--- src/pkg/scs_consts.svh ---
// Constants for the system clock source switch
`ifndef SCS_CONSTS_SVH
`define SCS_CONSTS_SVH
// Register byte addresses
`define SCS_ADDR_OSC_CTRL   8'h00
`define SCS_ADDR_OSC_TUNE   8'h04
`define SCS_ADDR_SEC_CTRL   8'h08
`define SCS_ADDR_CFG        8'h0C
`define SCS_ADDR_STATUS     8'h10
// osc_ctrl fields
`define SCS_IDLE_BIT        7
`define SCS_IFS_HI          6
`define SCS_IFS_LO          4
`define SCS_PRIMARY_STARTUP_DONE_BIT        3
`define SCS_ONE_BIT         2
`define SCS_CSS_HI          1
`define SCS_CSS_LO          0
// osc_tune fields
`define SCS_LFS_BIT         7
`define SCS_PLL_BIT         6
`define SCS_TUNE_HI         5
// secondary_timer_control fields
`define SCS_SEC_ACT_BIT     6
`define SCS_SEC_EN_BIT      3
// cfg fields
`define SCS_PMC_HI          2
`define SCS_CPDIV_LO        4
`define SCS_CPDIV_HI        5
`define SCS_PLLDIV_LO       8
`define SCS_PLLDIV_HI       10
`define SCS_PM_EN_BIT       12
// status fields
`define SCS_ST_ACT_HI       1
`define SCS_ST_ACT_LO       0
`define SCS_ST_SWITCH_BIT   2
`define SCS_ST_SLEEP_BIT    3
`define SCS_ST_IDLE_BIT     4
`define SCS_ST_USB_LS_BIT   5
`define SCS_ST_USB_FS_BIT   6
`define SCS_ST_OST_BIT      7
// Source codes
`define SCS_SRC_PRI         2'b00
`define SCS_SRC_SEC         2'b01
`define SCS_SRC_RSV         2'b10
`define SCS_SRC_INT         2'b11
// Frequency codes
`define SCS_IFS_8M          3'b111
`define SCS_IFS_4M          3'b110
`define SCS_IFS_31K         3'b000
`define SCS_IFS_RESET       3'b110
// Primary mode codes; the two INT codes run from the internal block, the reset code does not
`define SCS_PMC_INT0        3'b000
`define SCS_PMC_INT1        3'b001
`define SCS_PMC_RESET       3'b010
// Cpu divider code giving 24 MHz from 48 MHz
`define SCS_CPDIV_HALF      2'b10
`define SCS_CPDIV_NONE      2'b11
// Switch pause in source edges
`define SCS_OLD_EDGES       3'd2
`define SCS_NEW_EDGES       3'd3
// Startup timer
`define SCS_OST_W           16
// Bus answers
`define SCS_RESP_OKAY       2'b00
`define SCS_RESP_SLVERR     2'b10
`endif

--- src/pkg/scs_pkg.sv ---
// Types for the system clock source switch
package scs_pkg;
  `include "scs_consts.svh"

  typedef enum logic [1:0] {
    SCS_RUN   = 2'b00,
    SCS_DRAIN = 2'b01,
    SCS_FILL  = 2'b11
  } scs_fsm_e;

  typedef struct packed {
    scs_fsm_e                fsm;
    logic [1:0]              css;
    logic [1:0]              active;
    logic [1:0]              old_src;
    logic [2:0]              edge_cnt;
    logic [2:0]              ifs;
    logic                    lfs;
    logic                    pll_en;
    logic [5:0]              tune;
    logic                    idle;
    logic                    sec_en;
    logic [2:0]              pmc;
    logic [1:0]              cpdiv;
    logic [2:0]              plldiv;
    logic                    pm_en;
    logic [7:0]              pscnt;
    logic                    prev_pri;
    logic                    prev_sec;
    logic                    prev_fast;
    logic                    prev_int;
    logic [`SCS_OST_W-1:0]   startup_timer;
    logic                    pri_ready;
    logic                    clk_out;
    logic                    wdt_clk;
    logic                    sleeping;
    logic                    idling;
    logic                    awready;
    logic                    wready;
    logic                    bvalid;
    logic [1:0]              bresp;
    logic                    arready;
    logic                    rvalid;
    logic [1:0]              rresp;
    logic [31:0]             rdata;
    logic                    aw_hold;
    logic                    w_hold;
    logic [7:0]              awaddr;
    logic [31:0]             wdata;
    logic [3:0]              wstrb;
  } scs_state_s;
endpackage

--- src/verilog/scs_clock_switch.sv ---
// System clock source switch with AXI4-Lite control registers
//
// Notes on behaviour
// - Source field picks primary, secondary or internal.
// - Write to source field switches after pause.
// - Any reset clears source field to primary.
// - Frequency field picks internal postscaler output.
// - Frequency change acts at once when running.
// - Postscaler defaults to 4 MHz at reset.
// - Low-frequency bit picks fast/256 or slow RC.
// - Watchdog always uses slow RC.
// - Startup done needs timer expiry and primary active.
// - Secondary active flag while secondary drives clock.
// - Both source flags never set together.
// - Both flags clear means RC, starting or switching.
// - Idle bit chooses sleep or idle on sleep.
// - Secondary select ignored while oscillator disabled.
// - Primary mode config picks primary clock kind.
// - Secondary oscillator keeps running in power-managed modes.
// - Power-managed modes need cfg enable bit pm_en set.
// - Non-24 MHz multiplier clocks mean full speed only.
// - Low speed needs 24 MHz core, 6 MHz USB.
// - Frequency code table, 111 fast down to 000.
// - Source codes: 11 internal, 10 reserved, 01 secondary.
// - Idle bit set gives idle, clear gives sleep.
// - Glitch-free switch: two old, three new edges.
//
// The AXI4-Lite interface to the registers and the address map were chosen for this implementation.
`timescale 1ns/1ps
`include "scs_consts.svh"

module scs_clock_switch
  import scs_pkg::*;
#(
  parameter int STARTUP_EDGES = 1024
) (
  // Clock and reset
  input  wire logic        aclk,
  input  wire logic        aresetn,
  // Write address channel
  input  wire logic [7:0]  s_axi_awaddr,
  input  wire logic [2:0]  s_axi_awprot,
  input  wire logic        s_axi_awvalid,
  output logic             s_axi_awready,
  // Write data channel
  input  wire logic [31:0] s_axi_wdata,
  input  wire logic [3:0]  s_axi_wstrb,
  input  wire logic        s_axi_wvalid,
  output logic             s_axi_wready,
  // Write response channel
  output logic [1:0]       s_axi_bresp,
  output logic             s_axi_bvalid,
  input  wire logic        s_axi_bready,
  // Read address channel
  input  wire logic [7:0]  s_axi_araddr,
  input  wire logic [2:0]  s_axi_arprot,
  input  wire logic        s_axi_arvalid,
  output logic             s_axi_arready,
  // Read data channel
  output logic [31:0]      s_axi_rdata,
  output logic [1:0]       s_axi_rresp,
  output logic             s_axi_rvalid,
  input  wire logic        s_axi_rready,
  // Oscillator levels, sampled on aclk
  input  wire logic        primary_clk_in,
  input  wire logic        secondary_clk_in,
  input  wire logic        fast_internal_oscillator,
  input  wire logic        slow_rc_oscillator,
  // Power management events
  input  wire logic        sleep_request,
  input  wire logic        wake_event,
  // Clock outputs and status
  output logic             device_clk_out,
  output logic             watchdog_clk_out,
  output logic             secondary_osc_run,
  output logic             sleep_active,
  output logic             idle_active
);

  scs_state_s r;
  scs_state_s n;

  logic       int_level;
  logic       pri_level;
  logic       pri_rise;
  logic       sec_rise;
  logic       int_rise;
  logic       fast_rise;
  logic       old_rise;
  logic       new_rise;
  logic       sel_level;
  logic       wr_fire;
  logic [7:0] ctrl_rd;
  logic       switching;
  logic       pri_flag;
  logic       sec_flag;
  logic       usb_low_ok;
  logic       usb_full_ok;

  // Postscaler tap per frequency code
  always_comb begin
    unique case (r.ifs)
      `SCS_IFS_8M: int_level = fast_internal_oscillator;
      3'b110:      int_level = r.pscnt[0];
      3'b101:      int_level = r.pscnt[1];
      3'b100:      int_level = r.pscnt[2];
      3'b011:      int_level = r.pscnt[3];
      3'b010:      int_level = r.pscnt[4];
      3'b001:      int_level = r.pscnt[5];
      `SCS_IFS_31K: int_level = r.lfs ? r.pscnt[7] : slow_rc_oscillator;
    endcase
  end

  // Internal-block primary modes run from the postscaler
  assign pri_level = (r.pmc == `SCS_PMC_INT0 || r.pmc == `SCS_PMC_INT1) ?
                     int_level : primary_clk_in;
  assign pri_rise  = pri_level & ~r.prev_pri;
  assign sec_rise  = secondary_clk_in & ~r.prev_sec;
  assign int_rise  = int_level & ~r.prev_int;
  assign fast_rise = fast_internal_oscillator & ~r.prev_fast;

  function automatic logic pick(input logic [1:0] src, input logic p, input logic s,
                                input logic i);
    unique case (src)
      `SCS_SRC_PRI: pick = p;
      `SCS_SRC_SEC: pick = s;
      default:      pick = i;
    endcase
  endfunction

  assign old_rise  = pick(r.old_src, pri_rise, sec_rise, int_rise);
  assign new_rise  = pick(r.css, pri_rise, sec_rise, int_rise);
  assign sel_level = pick(r.active, pri_level, secondary_clk_in, int_level);

  // Core at 24 MHz from multiplier or 24 MHz input
  assign usb_low_ok  = r.pll_en ? (r.cpdiv == `SCS_CPDIV_HALF) :
                       (r.cpdiv == `SCS_CPDIV_NONE);
  assign usb_full_ok = r.pll_en;

  // Flags name a source only once the sequencer has finished moving to it
  assign switching = (r.fsm != SCS_RUN);
  assign pri_flag  = r.pri_ready && (r.active == `SCS_SRC_PRI) &&
                     !switching;
  assign sec_flag  = (r.active == `SCS_SRC_SEC) && !switching;
  assign ctrl_rd   = {r.idle, r.ifs, pri_flag, 1'b1, r.css};

  assign wr_fire = r.aw_hold && r.w_hold && !r.bvalid;

  always_comb begin
    n = r;
    n.prev_pri  = pri_level;
    n.prev_sec  = secondary_clk_in;
    n.prev_fast = fast_internal_oscillator;
    n.prev_int  = int_level;
    n.wdt_clk   = slow_rc_oscillator;
    if (fast_rise) begin
      n.pscnt = r.pscnt + 8'h01;
    end

    // Startup timer counts primary edges once after reset
    if (!r.pri_ready && pri_rise) begin
      if (r.startup_timer == `SCS_OST_W'(STARTUP_EDGES - 1)) begin
        n.pri_ready = 1'b1;
      end else begin
        n.startup_timer = r.startup_timer + `SCS_OST_W'(1);
      end
    end

    // Glitch-free switch sequencer
    unique case (r.fsm)
      SCS_RUN: begin
        n.clk_out = sel_level;
        if (r.css != r.active) begin
          n.fsm      = SCS_DRAIN;
          n.old_src  = r.active;
          n.edge_cnt = 3'd0;
        end
      end
      SCS_DRAIN: begin
        n.clk_out = 1'b0;
        if (old_rise) begin
          n.edge_cnt = r.edge_cnt + 3'd1;
          if (r.edge_cnt + 3'd1 == `SCS_OLD_EDGES) begin
            n.fsm      = SCS_FILL;
            n.edge_cnt = 3'd0;
          end
        end
      end
      SCS_FILL: begin
        n.clk_out = 1'b0;
        // A stopped new source stalls here until it starts
        if (new_rise) begin
          n.edge_cnt = r.edge_cnt + 3'd1;
          if (r.edge_cnt + 3'd1 == `SCS_NEW_EDGES) begin
            n.fsm    = SCS_RUN;
            n.active = r.css;
          end
        end
      end
      default: begin
        // Illegal code: hold the clock low and resume on the active source
        n.fsm     = SCS_RUN;
        n.clk_out = 1'b0;
      end
    endcase

    // Sleep and idle entry, left on wake
    if (wake_event) begin
      n.sleeping = 1'b0;
      n.idling   = 1'b0;
    end else if (sleep_request && r.pm_en && !r.sleeping && !r.idling) begin
      n.idling   = r.idle;
      n.sleeping = !r.idle;
    end

    // Write channel
    if (s_axi_awvalid && r.awready) begin
      n.aw_hold = 1'b1;
      n.awaddr  = s_axi_awaddr;
    end
    if (s_axi_wvalid && r.wready) begin
      n.w_hold = 1'b1;
      n.wdata  = s_axi_wdata;
      n.wstrb  = s_axi_wstrb;
    end
    if (s_axi_bvalid && s_axi_bready) begin
      n.bvalid = 1'b0;
    end
    if (wr_fire) begin
      n.aw_hold = 1'b0;
      n.w_hold  = 1'b0;
      n.bvalid  = 1'b1;
      n.bresp   = `SCS_RESP_OKAY;
      unique case (r.awaddr)
        `SCS_ADDR_OSC_CTRL: begin
          if (r.wstrb[0]) begin
            n.idle = r.wdata[`SCS_IDLE_BIT];
            n.ifs  = r.wdata[`SCS_IFS_HI:`SCS_IFS_LO];
            // Reserved code and unready secondary leave the field alone
            if (r.wdata[`SCS_CSS_HI:`SCS_CSS_LO] != `SCS_SRC_RSV &&
                !(r.wdata[`SCS_CSS_HI:`SCS_CSS_LO] == `SCS_SRC_SEC && !r.sec_en)) begin
              n.css = r.wdata[`SCS_CSS_HI:`SCS_CSS_LO];
            end
          end
        end
        `SCS_ADDR_OSC_TUNE: begin
          if (r.wstrb[0]) begin
            n.lfs    = r.wdata[`SCS_LFS_BIT];
            n.pll_en = r.wdata[`SCS_PLL_BIT];
            n.tune   = r.wdata[`SCS_TUNE_HI:0];
          end
        end
        `SCS_ADDR_SEC_CTRL: begin
          if (r.wstrb[0]) begin
            n.sec_en = r.wdata[`SCS_SEC_EN_BIT];
          end
        end
        `SCS_ADDR_CFG: begin
          if (r.wstrb[0]) begin
            n.pmc   = r.wdata[`SCS_PMC_HI:0];
            n.cpdiv = r.wdata[`SCS_CPDIV_HI:`SCS_CPDIV_LO];
          end
          if (r.wstrb[1]) begin
            n.plldiv = r.wdata[`SCS_PLLDIV_HI:`SCS_PLLDIV_LO];
            n.pm_en  = r.wdata[`SCS_PM_EN_BIT];
          end
        end
        default: n.bresp = `SCS_RESP_SLVERR;
      endcase
    end
    n.awready = !n.aw_hold && !n.bvalid;
    n.wready  = !n.w_hold && !n.bvalid;

    // Read channel
    if (s_axi_rvalid && s_axi_rready) begin
      n.rvalid = 1'b0;
    end
    if (s_axi_arvalid && r.arready) begin
      n.rvalid = 1'b1;
      n.rresp  = `SCS_RESP_OKAY;
      n.rdata  = 32'h0000_0000;
      unique case (s_axi_araddr)
        `SCS_ADDR_OSC_CTRL: n.rdata[7:0] = ctrl_rd;
        `SCS_ADDR_OSC_TUNE: n.rdata[7:0] = {r.lfs, r.pll_en, r.tune};
        `SCS_ADDR_SEC_CTRL: begin
          n.rdata[`SCS_SEC_ACT_BIT] = sec_flag;
          n.rdata[`SCS_SEC_EN_BIT]  = r.sec_en;
        end
        `SCS_ADDR_CFG: begin
          n.rdata[`SCS_PMC_HI:0]                   = r.pmc;
          n.rdata[`SCS_CPDIV_HI:`SCS_CPDIV_LO]     = r.cpdiv;
          n.rdata[`SCS_PLLDIV_HI:`SCS_PLLDIV_LO]   = r.plldiv;
          n.rdata[`SCS_PM_EN_BIT]                  = r.pm_en;
        end
        `SCS_ADDR_STATUS: begin
          n.rdata[`SCS_ST_ACT_HI:`SCS_ST_ACT_LO] = r.active;
          n.rdata[`SCS_ST_SWITCH_BIT]            = switching;
          n.rdata[`SCS_ST_SLEEP_BIT]             = r.sleeping;
          n.rdata[`SCS_ST_IDLE_BIT]              = r.idling;
          n.rdata[`SCS_ST_USB_LS_BIT]            = usb_low_ok;
          n.rdata[`SCS_ST_USB_FS_BIT]            = usb_full_ok;
          n.rdata[`SCS_ST_OST_BIT]               = r.pri_ready;
        end
        default: n.rresp = `SCS_RESP_SLVERR;
      endcase
    end
    n.arready = !n.rvalid;
  end

  always_ff @(posedge aclk) begin
    if (!aresetn) begin
      r           <= '0;
      r.fsm       <= SCS_RUN;
      r.css       <= `SCS_SRC_PRI;
      r.active    <= `SCS_SRC_PRI;
      r.ifs       <= `SCS_IFS_RESET;
      r.pmc       <= `SCS_PMC_RESET;
      r.awready   <= 1'b1;
      r.wready    <= 1'b1;
      r.arready   <= 1'b1;
      // Preload the samples so no false edge is counted after reset
      r.prev_pri  <= pri_level;
      r.prev_sec  <= secondary_clk_in;
      r.prev_fast <= fast_internal_oscillator;
      r.prev_int  <= int_level;
    end else begin
      r <= n;
    end
  end

  assign s_axi_awready     = r.awready;
  assign s_axi_wready      = r.wready;
  assign s_axi_bvalid      = r.bvalid;
  assign s_axi_bresp       = r.bresp;
  assign s_axi_arready     = r.arready;
  assign s_axi_rvalid      = r.rvalid;
  assign s_axi_rresp       = r.rresp;
  assign s_axi_rdata       = r.rdata;
  assign device_clk_out    = r.clk_out;
  assign watchdog_clk_out  = r.wdt_clk;
  assign secondary_osc_run = r.sec_en;
  assign sleep_active      = r.sleeping;
  assign idle_active       = r.idling;

endmodule // scs_clock_switch
--- config.mk ---
export PLATFORM = sky130hd
export DESIGN_NAME = scs_clock_switch
export DESIGN_NICKNAME = d
export VERILOG_FILES = /design/src/pkg/scs_pkg.sv /design/src/verilog/scs_clock_switch.sv
export VERILOG_INCLUDE_DIRS = /design/src /design/src/pkg
export SDC_FILE = /design/constraint.sdc
export NUM_CORES = 1
export LEC_CHECK = 0
export ABC_AREA = 1
export BUFFER_PORTS_ARGS = -buffer_cell sky130_fd_sc_hd__buf_4
export CAP_MARGIN = 40
export CORE_ASPECT_RATIO = 1.1
export CORE_MARGIN = 2
export CORE_UTILIZATION = 30
export CTS_BUF_LIST = sky130_fd_sc_hd__clkbuf_16
export DETAILED_ROUTE_END_ITERATION = 8
export PLACE_DENSITY_LB_ADDON = 0.3
export SLEW_MARGIN = 5
export SYNTH_ARGS = -nofsm -noshare
export SYNTH_HDL_FRONTEND = slang
export SYNTH_SLANG_ARGS = --single-unit
--- constraint.sdc ---
create_clock -name aclk -period 3.75 [get_ports aclk]
set_input_delay 0.5625 -clock aclk [delete_from_list [all_inputs] [get_ports aclk]]
set_output_delay 0.5625 -clock aclk [all_outputs]
set_load 0.05 [all_outputs]
## Word level (Yosys, flattened, before mapping)

Index checks and enable logic that the tools add are counted.

- Register bits: 133
- Latch bits: 0
- Bits in writable memories: 0
- Memory bits (read-only): 0
- Input port bits: 71
- Memories: 0

- $add $sub $neg: 3
- Multiply operators: 0
- Div/mod/pow operators: 0
- Magnitude comparators: 0
- Equality and inequality tests: 33
- Shift operators: 0
- Mux-type cells: 34
- Bitwise logic cells: 10
- Reduce and logical (&&, ||, !) cells: 58

Operators with widths:

| operator | count |
|---|---|
| $mux W35 | 1 |
| $eq A8 B4 Y1 const B | 4 |
| $logic_and A1 B1 Y1 | 18 |
| $mux W3 | 6 |
| $reduce_and A3 Y1 | 6 |
| $add A16 B1 Y16 const B | 1 |
| $eq A16 B10 Y1 const B | 1 |
| $eq A8 B3 Y1 const B | 2 |
| $logic_not A8 Y1 | 2 |
| $mux W2 | 8 |
| $eq A3 B2 Y1 const B | 4 |
| $eq A3 B3 Y1 const B | 4 |
| $logic_not A1 Y1 | 12 |
| $ne A2 B2 Y1 const B | 6 |
| $pmux W3 S4 | 1 |
| $eq A2 B1 Y1 const B | 5 |
| $pmux W3 S3 | 1 |
| $add A8 B1 Y8 const B | 1 |
| $eq A8 B5 Y1 const B | 1 |
| $logic_not A2 Y1 | 4 |
| $mux W1 | 8 |
| $pmux W1 S8 | 1 |
| $pmux W2 S4 | 1 |
| $reduce_and A2 Y1 | 4 |
| 19 further kinds | 36 |

## Longest topological paths before layout

Gate-level depths: netlist of run 1.

- Depth in word-level cells: 7
- Mapped depth: 16

## Least setup slack after synthesis of run 1

OpenSTA, ideal clock, no wires.

- Path kind: register -> register
- Start point: reg r, in the netlist s_axi_bvalid
- End point: reg r, in the netlist ctrl_rd[0]
- Arrival: 1681 ps
- Path slack: 1999 ps
- Stages on the path, launching flop included: 10
- Buffers on the path: 0
- Clock period less this slack: 1751 ps
- Cells stage by stage: dfxtp_1 > inv_1 > nand3_1 > inv_2 > nand2_2 > nor4_4 > inv_2 > a211oi_2 > o21ai_0 > a21oi_1

- Word-level cells in the longest chain between the ends: 3

RTL lines:

| item | line | RTL |
|---|---|---|
| from (decl) | scs_clock_switch.sv:80 | `scs_state_s r;` |
| from (signal assigned) | scs_clock_switch.sv:327 | `r <= n;` |
| $logic_not A1 Y1 | scs_clock_switch.sv:147 | `assign wr_fire = r.aw_hold && r.w_hold && !r.bvalid;` |
| $logic_and A1 B1 Y1 | scs_clock_switch.sv:147 |  |
| $reduce_and A4 Y1 (no line) | -- |  |

Every way passes these cells.
A chain may end at the register's enable or synchronous reset.

## Worst setup path in the final report of run 1

- Start point: in s_axi_araddr[1]
- End point: reg r, in the netlist s_axi_rdata[5]

- Word-level cells in the longest chain between the ends: 2

RTL lines:

| item | line | RTL |
|---|---|---|
| from (decl) | scs_clock_switch.sv:55 | `input wire logic [7:0] s_axi_araddr,` |
| $eq A8 B5 Y1 (tied with other cells) | scs_clock_switch.sv:282 | `unique case (s_axi_araddr)` |
| $pmux W2 S4 (*) | scs_clock_switch.sv:282 |  |

Every way passes the cells marked *; elsewhere a longest branch is shown, timed or not.

==> results.py, run 1 <==
metrics = {
    "outcome": {
        "status": "finished clean",
    },
    "layout": {
        "regMostFlops": "r",
        "area_growth_pct": 16.4,
        "nNetsFinal": 811,
        "diodes": 0,
        "final_area_um2": 5940,
        "drive_gt1_share_pct": 14.9,
        "largest_reg_flops": 78,
    },
    "detailed_routing": {
        "ant_nets": 0,
        "wl_um": 11900,
        "via_per_inst": 4.58,
        "wl_per_cell_um": 12.5,
        "drt-initial-drc-count": 282,
        "dr.pass1.iters": 4,
        "drc": 0,
        "vias": 4340,
    },
    "sta": {
        "setup_viol": 0,
        "fmax_ghz": 0.525,
        "hold_violations": 0,
        "worst_pin_slew_ps": 721,
        "slew_headroom_pct": 51.6,
        "rsz0062_at_grt": "no",
        "clock_skew_ps": 7.59,
        "post-route-period-util_pct": 50.8,
        "slew_violations": 0,
        "tns_ps": 0,
        "fin_crit_ps": 1910,
    },
    "power": {
        "peakVddDrop_mv": 0.293,
        "leakagePower_nw": 2.42,
        "p_per_area_nw_per_um2": 455,
    },
    "placement": {
        "gp_congestion": 0.804,
        "io_buffers": 66,
        "hpwlAfterDp_um": 8750,
        "postPlaceCellArea_um2": 5600,
    },
    "min_path": {
        "worstHoldPathType": "primary input to register",
    },
    "global_route": {
        "grt.met2_usage_pct": 22.1,
        "first_global_vias": 4078,
        "met3_usage_pct": 4.14,
        "grt_pass1_wl_um": 19700,
        "grt-ovfl-total": 0,
        "top_usage_layer": "met2",
        "grtUsageTotal_pct": 13.7,
        "grt_use_met1_pct": 17.6,
        "antenna_found_initial": 0,
        "grt_start_max_net_pins": 68,
    },
    "logic_synthesis": {
        "ys_seq_area_share_pct": 42.8,
        "synth_area_leaders": "dfxtp_1 (43%), nand2_1 (8.1%), o21ai_0 (6.7%)",
        "synth.most_common_cell": "nand2_1",
        "synth_top_area_cell": "dfxtp_1",
        "avgSynthCellArea_um2": 7.41,
        "synthCells": 688,
        "yosys_warnings": 0,
        "syn-cell-area_um2": 5100,
        "synth_top_area_share_pct": 42.8,
        "async_flop_share_pct": 0,
        "netlist-cell-type-count": 47,
        "synth-edff-count": 0,
        "synth_common_cells": "nand2_1 (110), dfxtp_1 (109), nor2_1 (83)",
        "synth_seq_cells": 109,
        "ys.flop_type": "dfxtp_1",
    },
    "clock_tree": {
        "clkTransAtPathRegs_ps": 70,
        "holdBufCountCts": 0,
        "clock-root-buffer": "clkbuf_16",
        "h-tree-depth": 3,
        "clk_latency_ps": 360,
        "postCtsSetupRepairBufs": 0,
        "cts.sinks": 109,
        "cts_buffers": 9,
        "cts_resized": 0,
        "tritoncts": "built",
        "clockBufferDepth": 2,
    },
    "die": {
        "die_area_um2": 18100,
        "fp-row-count": 50,
        "top_level_ports": 117,
        "die_w_um": 128,
        "die_h_um": 141,
        "core_um2": 16800,
        "initial_core_util_pct": 30.3,
    },
    "setup_path": {
        "crit_path_end_kind": "register",
        "worstPathRequired_ps": 4020,
        "crit_type": "primary input to register",
        "critPathLaunchType": "primary input",
        "crit_arrival_ps": 2180,
        "rrSetupSlack_ps": 1890,
        "crit_fanout": 8,
    },
    "run": {
        "cap_viol_max_count": 0,
    },
}
==> placed cells by master (no fill, tap or decap), drive strengths merged <==
master and n:
xor2 7, a311oi 1, a21oi 65, nor3b 2, xnor2 5, clkbuf 9, a31oi 1, nor4 7
a221oi 1, nand2 112, o221ai 2, dfxtp 109, bufinv 2, clkinvlp 1, clkinv 4, o21bai 1
and2 1, o21a 1, o211ai 3, inv 84, nand3b 2, conb 22, nand3 24, nor2 85
or2 2, o2bb2ai 1, o21ai 68, buf 69, nor3 16, o22ai 5, a211oi 6, nand4 17
ha 5
==> per-stage QoR <==
| stage | setup slack (ps) | cells | hold slack (ps) | util (%) | power [W] |
|---|---|---|---|---|---|
| 2_1_floorplan | 2000 | 709 | 429 | - | 0.00159 |
| 3_3_place_gp | 1460 | 932 | 443 | 33.3 | 0.00167 |
| 3_5_place_dp | 1440 | 932 | 453 | 33.3 | 0.00167 |
| 4_1_cts | 1790 | 948 | 297 | 35.3 | 0.00274 |
| 5_1_grt | 1570 | 948 | 294 | 35.3 | 0.00284 |
| 6_report | 1840 | 948 | 312 | 35.3 | 0.00270 |
==> path summary, 6_finish.rpt <==
| kind | start | endpoint | cells after the start |
|---|---|---|---|
| setup / recovery | s_axi_araddr[1] | s_axi_rdata[5] | 9 |
| hold / removal | fast_internal_oscillator | r[109] | 1 |
| setup reg to reg | ctrl_rd[4] | r[95] | 13 |
| hold reg to reg | r[121] | r[121] | 2 |
==> layer usage <==
layer,up-vias,part of all wire (%)
met4,0,1.2
met3,12,4.6
met5,-,0
li1,2300,-
met1,1951,48
met2,77,46
==> where the power goes <==
group | internal (W) | switching [W] | total [W] | leakage [nW]
Sequential | 0.00122 | 0.0000405 | 0.00126 | 0.889
Clock | 0.000597 | 0.000461 | 0.00106 | 0.161
Combinational | 0.000120 | 0.000267 | 0.000387 | 1.37
==> cell type report <==
cell class | count | area, µm²
clock inverters | 7 | 109
flip-flops and latches | 109 | 2180
inverters | 84 | 318
fillers | 1798 | 10900
clock buffers | 9 | 225
well taps | 208 | 260
repair buffers | 69 | 518
multi-input cells | 462 | 2320
==> kinds of logic (layout without fill, tap and decap cells) <==
group	after synthesis	after routing	share of synthesized area (%)
and+or+nand+nor	268	268	24.2
DFF	109	109	42.8
adders and majority gates	5	5	1.23
other	1	22	0.0735
AOI/OAI and AO/OA	155	155	16.5
buffers and inverters	138	169	13.2
xor gates and xnor gates	12	12	2.06
==> critical path, cell delays in order <==
cell      delay [ps]
buf_4            110
nor2_1           280
nand2_1           90
nor2_1           140
nand4_1          320
o21a_1           290
o221ai_1         180
nand2_1           80
a21oi_1          140
Note: power is estimated with default switching activity, not from simulation.
==> inputs of run 2 (changes only) <==
==> constraint.sdc (replaced) <==
create_clock -name aclk -period 1.8 [get_ports aclk]
set_input_delay 0.27 -clock aclk [delete_from_list [all_inputs] [get_ports aclk]]
set_output_delay 0.27 -clock aclk [all_outputs]
set_load 0.05 [all_outputs]
==> results.py, run 2 (synthesized netlist as in run 1, its figures left out) <==
metrics = {
    "outcome": {
        "status": "finished clean",
    },
    "layout": {
        "nNetsFinal": 840,
        "regMostFlops": "r",
        "largest_reg_flops": 78,
        "final_util_pct": 36.8,
        "final_cell_mix": "nand2_1 (107), dfxtp_1 (105), buf_4 (96), nor2_1 (83), inv_1 (76)",
        "stdcell_count": 977,
        "diodes": 0,
        "area_growth_pct": 21.3,
        "final_common_cell": "nand2_1",
        "drive_gt1_share_pct": 19.0,
    },
    "min_path": {
        "worstHoldPathType": "primary input to register",
        "min-delay-start": "fast_internal_oscillator",
        "whs_path_depth": 1,
        "hold_end": "r[109]",
    },
    "global_route": {
        "grtUsageTotal_pct": 13.7,
        "antenna_found_initial": 0,
        "grt_pass1_wl_um": 19600,
        "first_global_vias": 4067,
        "grt-ovfl-total": 0,
        "grt_start_max_net_pins": 68,
    },
    "die": {
        "fp-row-count": 50,
        "die_area_um2": 18100,
        "die_h_um": 141,
        "core_um2": 16800,
        "top_level_ports": 117,
        "die_w_um": 128,
        "initial_core_util_pct": 30.3,
    },
    "setup_path": {
        "rrSetupSlack_ps": 100,
        "crit_fanout": 9,
        "worstPathRequired_ps": 2040,
        "max_stage_delay_ps": 370,
        "crit_family": "simple AND/OR/NAND/NOR gates",
        "reg2regPathDepth": 14,
        "critPathLaunchType": "register",
        "crit_buf_inv": 3,
        "r2r_end": "r[92]",
        "crit_path_end_kind": "register",
        "crit_arrival_ps": 1940,
        "crit_type": "register to register",
        "slowest_stage": "dfxtp_4",
        "rr_startpoint": "ctrl_rd[5]",
        "crit_chain": "inv_4 -> nand2_1 -> nor2_1 -> nand2_1 -> nand2_2 -> nor2_4 -> nand3_2 -> and2_4 -> nand3_4 -> inv_4 -> nand2_8 -> buf_4 -> o21ai_0 -> a21oi_1",
    },
    "sta": {
        "rsz0062_at_grt": "yes",
        "tns_ps": 0,
        "fmax_ghz": 0.590,
        "clock_skew_ps": 9.24,
        "hold_violations": 0,
        "setup_viol": 0,
        "hold-worst-slack_ps": 22.5,
        "fin_crit_ps": 1700,
        "post-route-period-util_pct": 94.2,
        "slew_violations": 0,
    },
    "clock_tree": {
        "clock-root-buffer": "clkbuf_16",
        "cts_buffers": 9,
        "clockBufferDepth": 2,
        "clk_latency_ps": 360,
        "holdBufCountCts": 0,
        "tritoncts": "built",
        "cts.sinks": 109,
        "clkTransAtPathRegs_ps": 70,
        "h-tree-depth": 3,
    },
    "placement": {
        "io_buffers": 66,
        "hpwlAfterDp_um": 8910,
        "gp_congestion": 0.832,
        "dp.cells": 959,
    },
    "detailed_routing": {
        "via_per_inst": 4.49,
        "dr.pass1.iters": 4,
        "drt-initial-drc-count": 232,
        "drc": 0,
        "wl_um": 11900,
        "wl_per_cell_um": 12.2,
        "ant_nets": 0,
        "vias": 4384,
    },
    "power": {
        "leakagePower_nw": 2.57,
        "p_per_area_nw_per_um2": 889,
        "peakVddDrop_mv": 0.486,
        "power.total_w": 0.00550,
    },
    "run": {
        "cap_viol_max_count": 0,
    },
}
==> run 2: cell types whose count changed in the layout (fill, tap and decap cells not counted), moves of 2 or more <==
cell	change
buf_12	+2
inv_2	-2
o21ai_0	-2
buf_4	+27
inv_4	+2
nor3_2	+2
o21ai_1	+2
nand2_1	-3
dfxtp_2	+3
nand2_2	+3
dfxtp_1	-4
nor3_1	-2
==> run 2: metal layers <==
layer / wire length [µm] / vias up / track usage, %
met2: 5430 / 78 / 21.7
met5: 0 / - / 0
li1: - / 2354 / -
met4: 175 / 0 / 4.16
met3: 491 / 12 / 3.95
met1: 5790 / 1940 / 18.1
==> run 2: power by group <==
group          switching (W)  internal [W]  leakage [nW]
Combinational       0.000564      0.000295          1.53
Clock               0.000936       0.00109         0.151
Sequential         0.0000830       0.00253         0.890
Total                0.00158       0.00391          2.57
==> run 2: metrics by stage <==
stage	area (µm²)	setup slack, ps
2_1_floorplan	5180	49.0
6_report	6180	105
4_1_cts	6130	7.92
3_3_place_gp	5830	35.4
5_1_grt	6180	-33.9
3_5_place_dp	5830	25.5
==> run 2: repair_timing <==
item	CTS	global route
hold endpoints to repair	0	0
resized for setup	0	17
setup endpoints to repair	0	28
setup buffers	0	2
==> run 2: how the worst max path moves through the flow <==
stage,start,end,slack [ps],cells after the start
floorplan,s_axi_bvalid,ctrl_rd[0],50,9
global placement,ctrl_rd[5],r[95],40,15
detailed placement,ctrl_rd[4],r[95],30,15
CTS,ctrl_rd[4],r[95],8,15
global route,ctrl_rd[4],r[94],-30,14
finish,ctrl_rd[5],r[92],100,14
==> run 2: final cells by class <==
class / instances / area, µm²
fill: 1746 / 10600
multi-input combinational: 462 / 2350
sequential: 109 / 2190
timing repair buffer: 98 / 761
inverter: 84 / 323
tap: 208 / 260
clock buffer: 9 / 225
clock inverter: 7 / 71.3
